[src/gid_pkg.sv]
package gid_pkg;

	// timing of the debounce step
	localparam int CLK_PERIOD_NS = 8;
	localparam int DEB_STEP_NS = 1000000;
	localparam int MS_TICK_CYCLES = DEB_STEP_NS / CLK_PERIOD_NS;

	// sizes
	localparam int NUM_CHAN = 5;
	localparam int NUM_SRC = 6;
	localparam int NUM_PINS = 32;
	localparam int SEL_W = 6;
	localparam int DEB_W = 6;
	localparam int KEYPAD_SRC = 5;

	// register indices; byte address is four times the index, decoded on paddr[13:2]
	localparam logic [31:0] IDX_SEL0 = 32'h50001400;
	localparam logic [31:0] IDX_SEL1 = 32'h50001402;
	localparam logic [31:0] IDX_SEL2 = 32'h50001404;
	localparam logic [31:0] IDX_SEL3 = 32'h50001406;
	localparam logic [31:0] IDX_SEL4 = 32'h50001408;
	localparam logic [31:0] IDX_DEBOUNCE = 32'h5000140c;
	localparam logic [31:0] IDX_CLEAR = 32'h5000140e;
	localparam logic [31:0] IDX_LEVEL = 32'h50001410;
	localparam logic [31:0] IDX_STATUS = 32'h50001420;
	localparam logic [31:0] IDX_MASK = 32'h50001422;

	// field positions
	localparam int SEL_LSB = 0;
	localparam int DEB_TIME_LSB = 0;
	localparam int DEB_CHAN_EN_LSB = 8;
	localparam int DEB_KEYPAD_EN_BIT = 13;
	localparam int CLR_KEYPAD_BIT = 5;
	localparam int LVL_ACTIVE_LOW_LSB = 0;
	localparam int LVL_WAIT_REL_LSB = 8;
	localparam logic [5:0] SEL_LAST_VALID = 6'h20;

	// writable bits of each register
	localparam logic [15:0] SEL_WMASK = 16'h003f;
	localparam logic [15:0] DEB_WMASK = 16'h3f3f;
	localparam logic [15:0] LVL_WMASK = 16'h1f1f;
	localparam logic [15:0] IRQ_WMASK = 16'h003f;

	// reset values
	localparam logic [5:0] RST_SEL = 6'h00;
	localparam logic [15:0] RST_DEBOUNCE = 16'h0000;
	localparam logic [15:0] RST_LEVEL = 16'h0000;
	localparam logic [5:0] RST_MASK = 6'h00;
	localparam logic [5:0] RST_STATUS = 6'h00;

endpackage

[src/gid_debounce.sv]
// one debounce filter, stepping in millisecond ticks
module gid_debounce (
	input wire logic pclk,
	input wire logic presetn,
	input wire logic ms_tick,
	input wire logic enable,
	input wire logic [gid_pkg::DEB_W-1:0] time_ms,
	input wire logic level_in,
	output logic level_out
);

	logic last;
	logic [gid_pkg::DEB_W-1:0] cnt;
	wire differs = level_in != level_out;
	wire changed = level_in != last;
	wire expired = cnt >= time_ms;

	// input seen one cycle back, to spot a bounce
	always_ff @(posedge pclk or negedge presetn) begin
		if (!presetn) begin
			last <= 1'b0;
		end else begin
			last <= level_in;
		end
	end

	// restart on bounce
	// the count only moves on ms ticks, so the wait is N ms minus up to one tick
	always_ff @(posedge pclk or negedge presetn) begin
		if (!presetn) begin
			cnt <= '0;
		end else if (!enable || !differs || changed || expired) begin
			cnt <= '0;
		end else if (ms_tick) begin
			cnt <= cnt + 6'h01;
		end
	end

	// level passes after N ms
	// bypass with debounce off: output just follows
	always_ff @(posedge pclk or negedge presetn) begin
		if (!presetn) begin
			level_out <= 1'b0;
		end else if (!enable) begin
			level_out <= level_in;
		end else if (differs && !changed && expired) begin
			level_out <= level_in;
		end
	end

endmodule

[src/gid_top.sv]
// pin interrupt source select, polarity, debounce and pending logic with an apb slave
//
// The APB register port was chosen for this implementation.
module gid_top #(
	parameter int MS_TICK_CYCLES = gid_pkg::MS_TICK_CYCLES
) (
	input wire logic pclk,
	input wire logic presetn,
	input wire logic psel,
	input wire logic penable,
	input wire logic pwrite,
	input wire logic [31:0] paddr,
	input wire logic [31:0] pwdata,
	input wire logic [3:0] pstrb,
	output logic [31:0] prdata,
	output logic pready,
	output logic pslverr,
	input wire logic [7:0] port0_pins,
	input wire logic [5:0] port1_pins,
	input wire logic [9:0] port2_pins,
	input wire logic [7:0] port3_pins,
	input wire logic keypad_path,
	output logic [gid_pkg::NUM_CHAN-1:0] chan_irq,
	output logic keypad_interrupt,
	output logic irq
);

	localparam int NS = gid_pkg::NUM_SRC;
	localparam int NIN = gid_pkg::NUM_PINS + 1;

	// merge two bytes of a write under strobes and writable bits
	function automatic logic [15:0] merge_wr(input logic [15:0] old, input logic [31:0] wd,
		input logic [3:0] strb, input logic [15:0] wmask);
		logic [15:0] lanes;
		lanes = {{8{strb[1]}}, {8{strb[0]}}} & wmask;
		return (old & ~lanes) | (wd[15:0] & lanes);
	endfunction

	function automatic logic sel_valid(input logic [gid_pkg::SEL_W-1:0] sel);
		return (sel != 6'h00) && (sel <= gid_pkg::SEL_LAST_VALID);
	endfunction

	// pin map across ports 0 to 3
	// the pin vector is ordered so that selector minus one is the bit number
	function automatic logic pin_pick(input logic [gid_pkg::NUM_PINS-1:0] pins,
		input logic [gid_pkg::SEL_W-1:0] sel);
		logic [4:0] idx;
		idx = 5'(sel - 6'h01);
		return sel_valid(sel) & pins[idx];
	endfunction

	// -------- synchronisers --------
	logic [NIN-1:0] sync1;
	logic [NIN-1:0] sync2;
	logic [NIN-1:0] sync3;
	logic [NIN-1:0] in_state;
	wire [NIN-1:0] raw_in = {keypad_path, port3_pins, port2_pins, port1_pins, port0_pins};
	wire [NIN-1:0] in_agree = ~(sync2 ^ sync3);

	// three-stage sync
	// a change is taken once the second and third stages agree
	always_ff @(posedge pclk or negedge presetn) begin
		if (!presetn) begin
			sync1 <= '0;
			sync2 <= '0;
			sync3 <= '0;
			in_state <= '0;
		end else begin
			sync1 <= raw_in;
			sync2 <= sync1;
			sync3 <= sync2;
			in_state <= (sync3 & in_agree) | (in_state & ~in_agree);
		end
	end

	wire [gid_pkg::NUM_PINS-1:0] pins = in_state[gid_pkg::NUM_PINS-1:0];
	wire keypad_level = in_state[gid_pkg::NUM_PINS];

	// -------- millisecond tick --------
	logic [31:0] tick_cnt;
	wire tick_end = tick_cnt == 32'(MS_TICK_CYCLES - 1);
	logic ms_tick;

	// free-running divider shared by every filter
	always_ff @(posedge pclk or negedge presetn) begin
		if (!presetn) begin
			tick_cnt <= '0;
			ms_tick <= 1'b0;
		end else begin
			tick_cnt <= tick_end ? 32'h0000_0000 : tick_cnt + 32'h0000_0001;
			ms_tick <= tick_end;
		end
	end

	// -------- registers --------
	logic [gid_pkg::SEL_W-1:0] sel_reg [gid_pkg::NUM_CHAN];
	logic [15:0] deb_reg;
	logic [15:0] lvl_reg;
	logic [NS-1:0] mask_reg;
	logic [NS-1:0] pending;
	logic [NS-1:0] armed;

	// apb decode on the word address
	wire [11:0] word = paddr[13:2];
	wire setup_ph = psel && !penable;
	wire wr_ph = psel && penable && pwrite;
	wire hit_sel0 = word == gid_pkg::IDX_SEL0[11:0];
	wire hit_sel1 = word == gid_pkg::IDX_SEL1[11:0];
	wire hit_sel2 = word == gid_pkg::IDX_SEL2[11:0];
	wire hit_sel3 = word == gid_pkg::IDX_SEL3[11:0];
	wire hit_sel4 = word == gid_pkg::IDX_SEL4[11:0];
	wire hit_deb = word == gid_pkg::IDX_DEBOUNCE[11:0];
	wire hit_clr = word == gid_pkg::IDX_CLEAR[11:0];
	wire hit_lvl = word == gid_pkg::IDX_LEVEL[11:0];
	wire hit_stat = word == gid_pkg::IDX_STATUS[11:0];
	wire hit_mask = word == gid_pkg::IDX_MASK[11:0];
	wire [gid_pkg::NUM_CHAN-1:0] hit_sel = {hit_sel4, hit_sel3, hit_sel2, hit_sel1, hit_sel0};
	wire hit_any = (|hit_sel) | hit_deb | hit_clr | hit_lvl | hit_stat | hit_mask;

	// zero-wait slave: every access finishes in its first access cycle
	assign pready = 1'b1;

	// read mux; the clear register always reads zero
	wire [15:0] sel_rd = hit_sel0 ? 16'(sel_reg[0]) : hit_sel1 ? 16'(sel_reg[1]) :
		hit_sel2 ? 16'(sel_reg[2]) : hit_sel3 ? 16'(sel_reg[3]) : 16'(sel_reg[4]);
	wire [15:0] rd_mux = (|hit_sel) ? sel_rd :
		hit_deb ? deb_reg :
		hit_lvl ? lvl_reg :
		hit_stat ? 16'(pending) :
		hit_mask ? 16'(mask_reg) : 16'h0000;

	// read data and error are caught in the setup cycle, so they come from flops
	always_ff @(posedge pclk or negedge presetn) begin
		if (!presetn) begin
			prdata <= 32'h0000_0000;
			pslverr <= 1'b0;
		end else if (setup_ph) begin
			prdata <= pwrite ? 32'h0000_0000 : {16'h0000, rd_mux};
			pslverr <= !hit_any;
		end
	end

	// select registers, one per channel
	always_ff @(posedge pclk or negedge presetn) begin
		if (!presetn) begin
			for (int c = 0; c < gid_pkg::NUM_CHAN; c++) begin
				sel_reg[c] <= gid_pkg::RST_SEL;
			end
		end else if (wr_ph) begin
			for (int c = 0; c < gid_pkg::NUM_CHAN; c++) begin
				if (hit_sel[c]) begin
					sel_reg[c] <= 6'(merge_wr(16'(sel_reg[c]), pwdata, pstrb, gid_pkg::SEL_WMASK));
				end
			end
		end
	end

	// debounce, level control and mask registers
	always_ff @(posedge pclk or negedge presetn) begin
		if (!presetn) begin
			deb_reg <= gid_pkg::RST_DEBOUNCE;
			lvl_reg <= gid_pkg::RST_LEVEL;
			mask_reg <= gid_pkg::RST_MASK;
		end else if (wr_ph) begin
			if (hit_deb) begin
				deb_reg <= merge_wr(deb_reg, pwdata, pstrb, gid_pkg::DEB_WMASK);
			end
			if (hit_lvl) begin
				lvl_reg <= merge_wr(lvl_reg, pwdata, pstrb, gid_pkg::LVL_WMASK);
			end
			if (hit_mask) begin
				mask_reg <= 6'(merge_wr(16'(mask_reg), pwdata, pstrb, gid_pkg::IRQ_WMASK));
			end
		end
	end

	// -------- per-source detection --------
	wire [gid_pkg::DEB_W-1:0] deb_time = deb_reg[gid_pkg::DEB_TIME_LSB +: gid_pkg::DEB_W];
	wire [NS-1:0] deb_en = {deb_reg[gid_pkg::DEB_KEYPAD_EN_BIT],
		deb_reg[gid_pkg::DEB_CHAN_EN_LSB +: gid_pkg::NUM_CHAN]};
	// keypad path never waits for release here
	wire [NS-1:0] wait_rel = {1'b0, lvl_reg[gid_pkg::LVL_WAIT_REL_LSB +: gid_pkg::NUM_CHAN]};
	wire [gid_pkg::NUM_CHAN-1:0] act_low = lvl_reg[gid_pkg::LVL_ACTIVE_LOW_LSB +: gid_pkg::NUM_CHAN];
	wire [NS-1:0] src_active;
	wire [NS-1:0] deb_level;

	assign src_active[gid_pkg::KEYPAD_SRC] = keypad_level;
	for (genvar c = 0; c < gid_pkg::NUM_CHAN; c++) begin : g_chan
		wire pin_lvl = pin_pick(pins, sel_reg[c]);
		assign src_active[c] = sel_valid(sel_reg[c]) & (pin_lvl ^ act_low[c]);
	end

	// one filter per source, sharing the time field and the tick
	for (genvar s = 0; s < NS; s++) begin : g_deb
		gid_debounce u_deb (
			.pclk(pclk),
			.presetn(presetn),
			.ms_tick(ms_tick),
			.enable(deb_en[s]),
			.time_ms(deb_time),
			.level_in(src_active[s]),
			.level_out(deb_level[s])
		);
	end

	// -------- pending, clear and re-arm --------
	// write-one clear
	wire [NS-1:0] clr_by_reg = (wr_ph && hit_clr && pstrb[0]) ? pwdata[NS-1:0] : '0;
	wire [NS-1:0] clr_by_stat = (wr_ph && hit_stat && pstrb[0]) ? pwdata[NS-1:0] : '0;
	wire [NS-1:0] clr_any = clr_by_reg | clr_by_stat;
	wire [NS-1:0] set_req = deb_level & (armed | ~wait_rel);
	// an event in the cycle of its clear wins and stays pending
	wire [NS-1:0] next_pending = set_req | (pending & ~clr_any);
	// ready again once inactive
	// a taken request disarms, so with wait for release set a held input cannot refill the flag after a clear
	wire [NS-1:0] next_armed = ~deb_level | (armed & ~set_req);

	// pending flags and release tracking
	always_ff @(posedge pclk or negedge presetn) begin
		if (!presetn) begin
			pending <= gid_pkg::RST_STATUS;
			armed <= '1;
		end else begin
			pending <= next_pending;
			armed <= next_armed;
		end
	end

	// -------- outputs --------
	assign chan_irq = pending[gid_pkg::NUM_CHAN-1:0];
	assign keypad_interrupt = pending[gid_pkg::KEYPAD_SRC];

	// combined request, registered so it never glitches
	always_ff @(posedge pclk or negedge presetn) begin
		if (!presetn) begin
			irq <= 1'b0;
		end else begin
			irq <= |(next_pending & mask_reg);
		end
	end

endmodule

[config.mk]
export PLATFORM = sky130hd
export DESIGN_NAME = gid_top
export DESIGN_NICKNAME = d
export VERILOG_FILES = /design/src/gid_pkg.sv /design/src/gid_debounce.sv /design/src/gid_top.sv
export SDC_FILE = /design/constraint.sdc
export NUM_CORES = 1
export LEC_CHECK = 0
export CAP_MARGIN = 5
export CORE_MARGIN = 10
export CORE_UTILIZATION = 35
export DETAILED_ROUTE_END_ITERATION = 7
export DONT_BUFFER_PORTS = 1
export PLACE_DENSITY = 0.51
export SLEW_MARGIN = 20
export SYNTH_ARGS = -nofsm -noshare
export SYNTH_HDL_FRONTEND = slang
export SYNTH_SLANG_ARGS = --single-unit
export TNS_END_PERCENT = 1
[constraint.sdc]
create_clock -name pclk -period 4.68 [get_ports pclk]
set_input_delay 0.234 -clock pclk [delete_from_list [all_inputs] [get_ports pclk]]
set_output_delay 0.234 -clock pclk [all_outputs]
set_load 0.05 [all_outputs]
==> results.json <==
{
  "cts_tree": "built",
  "syn_to_final_growth_pct": 14.3,
  "rows": 74,
  "io-pin-count": 147,
  "async_reset_ff_share_pct": 100,
  "slew_viol_final": 0,
  "numPortBuffers": 0,
  "clockBufferDepth": 3,
  "fmax_mhz": 270,
  "ys.warnings.count": 0,
  "layout.nets": 1438,
  "grt.overflow.total": 0,
  "grt_max_degree": 297,
  "finalSetupViolations": 0,
  "crit_required_ns": 5.09,
  "drc": 0,
  "place_area_um2": 15000,
  "placedCellCount": 1732,
  "fin_area_um2": 16600,
  "fin_tns_setup_ns": 0,
  "synth_edf_count": 0,
  "cts.htree.levels": 2,
  "synthesis.area_um2": 14500,
  "p_comb_share_pct": 4.2,
  "yosysUniqueCellTypes": 71,
  "first_pass_iters": 5,
  "violations": "negative hold slack",
  "cts_root_buf": "clkbuf_16",
  "start_util_pct": 35.5,
  "cts_sinks": 296,
  "synth.top_cell.area_share_pct": 50.1,
  "die_x_um": 224,
  "cts.reportedPaths.clkPinSlew_ns": 0.06,
  "layout-drive-gt1-share_pct": 14.1,
  "cts_buffers": 35,
  "post_cts_resized": 0,
  "finalWirelength_um": 35100,
  "via_per_inst": 5.17,
  "status": "complete, but fails checks",
  "via_count": 9519,
  "p_total_uw": 5680,
  "drtIter0Drc": 662,
  "detail_route.wl_per_cell_um": 19.1,
  "final_common_cell": "dfrtp_1",
  "die_area_um2": 50100,
  "p_int_uw": 4430,
  "path_class": "flip-flop to flip-flop",
  "dp.final_hpwl_um": 24100,
  "ant_nets": 0,
  "stdcell_count": 1840,
  "synth.area.top_cells": "dfrtp_1 (50%), mux4_2 (5.3%), mux2_2 (4.6%)",
  "endpoint_kind": "flip-flop",
  "cp-start-kind": "flip-flop",
  "finalClockSkew_ns": 0.0238,
  "maxCapViolCount": 0,
  "die_y_um": 224,
  "switching_share_pct": 22.0,
  "cts_hold_buffers": 47,
  "period_minus_slack_ns": 3.70,
  "power_frac_seq_pct": 47.8,
  "hold_viol_final": 291,
  "grt_pass1_wl_um": 56200,
  "syn_inst": 1238,
  "cp_max_fo": 12,
  "peakVddDrop_v": 0.000259,
  "syn_avg_cell_area_um2": 11.7,
  "antenna_found_initial": 2,
  "hold_ws_ns": -0.590,
  "worst_pin_slew_ns": 1.08,
  "ys_seq_area_share_pct": 51.0,
  "pwr-share-clk_pct": 48.0,
  "yosysTopAreaCell": "dfrtp_1",
  "critPathArrivalTime_ns": 4.11,
  "grt_pass1_vias": 9648,
  "postCtsSetupRepairBufs": 0,
  "clock_latency_ns": 0.53,
  "grtUsageTotal_pct": 14.0,
  "gp_congestion": 0.851,
  "core_um2": 40900,
  "fin_crit_sh_pct": 79.0,
  "final_cell_mix": "dfrtp_1 (291), nand2_1 (118), nor2_1 (78)",
  "ys_ff_latch": 296,
  "p_switching_uw": 1250,
  "hold_class": "input pin to asynchronous set/reset pin",
  "slew_headroom_pct": 27.9,
  "rsz0062_at_grt": "false",
  "synth_ff_type": "dfrtp_1",
  "p_leak_uw": 0.00709,
  "p_per_area_nw_per_um2": 342
}
-- power by group through the flow --
stage	registers [uW]	logic, uW	clock network (uW)
floorplan	2730	190	0
global placement	2760	194	0
detailed placement	2760	195	0
CTS	2710	241	2830
global route	2720	257	2920
finish	2710	240	2730
-- synthesized netlist by cell type (15+ instances only) --
cell        n
nand2b_1   20
maj3_1     33
a21o_1     15
xnor2_1    35
dfrtp_1   291
mux2_2     60
ha_1       48
xor2_1     56
nand3_1    38
nand4_1    24
buf_4      22
nor2b_1    19
nand2_1   118
inv_1      32
clkbuf_1   26
a21oi_1    19
o21ai_0    26
mux2i_1    39
nor2_1     78
mux4_2     34
nor3_1     36
-- per-stage QoR --
step	setup WS [ns]	util [%]
5_1_grt	0.658	40.6
3_5_place_dp	0.954	36.6
6_report	0.983	40.6
4_1_cts	0.929	40.6
3_3_place_gp	0.952	36.6
2_1_floorplan	1.69	-
-- final cells by class --
type,instances,area [um^2]
Antenna cell,1,2.50
Clock buffer,52,1060
Clock inverter,8,100
Fill cell,3899,24300
Inverter,32,120
Multi-Input combinational cell,870,6770
Sequential cell,296,7410
Tap cell,532,666
Timing Repair Buffer,49,485
-- layer usage --
metal	track usage, %	part of all wire, %
met1	19.7	48
met2	20.7	44
met3	3.37	5.7
met4	4.34	2.1
met5	0	0
-- worst max-delay path, cell delays in order, from the launching register on --
cell       delay, ns
dfrtp_1         0.77
inv_1           0.10
ha_1            0.54
mux4_2          0.37
nor2b_1         0.14
a2111oi_0       0.36
nand4bb_1       0.24
xnor2_1         0.23
and2_1          0.48
mux2_4          0.34
-- cell families (layout without fill, tap and decap cells) --
group,after synthesis,count (layout),synth area share [%]
xor+xnor,91,91,5.48
flops,296,296,51.0
mux,143,143,13.6
simple gates,401,401,14.0
fa+ha+maj,81,81,6.40
buf+inv,91,141,3.04
other cells,2,22,0.0517
compound gates,133,133,6.35
-- path summary, 6_finish.rpt --
| check | slack (ns) | end | from | cells past startpoint |
|---|---|---|---|---|
| worst min-delay path | -0.59 | sync2[6] | presetn | 0 |
| min in group pclk | 0.05 | prdata[3] | paddr[4] | 3 |
| worst max register to register | 0.98 | g_deb[3].u_deb.cnt[2] | flip-flop | 9 |
| worst max-delay path | 0.98 | g_deb[3].u_deb.cnt[2] | flip-flop | 9 |
| max in group asynchronous | 4.39 | g_deb[5].u_deb.cnt[0] | presetn | 0 |
| worst min register to register | 0.35 | sync2[1] | sync1[1] | 0 |
(Power assumes the default switching activity.)
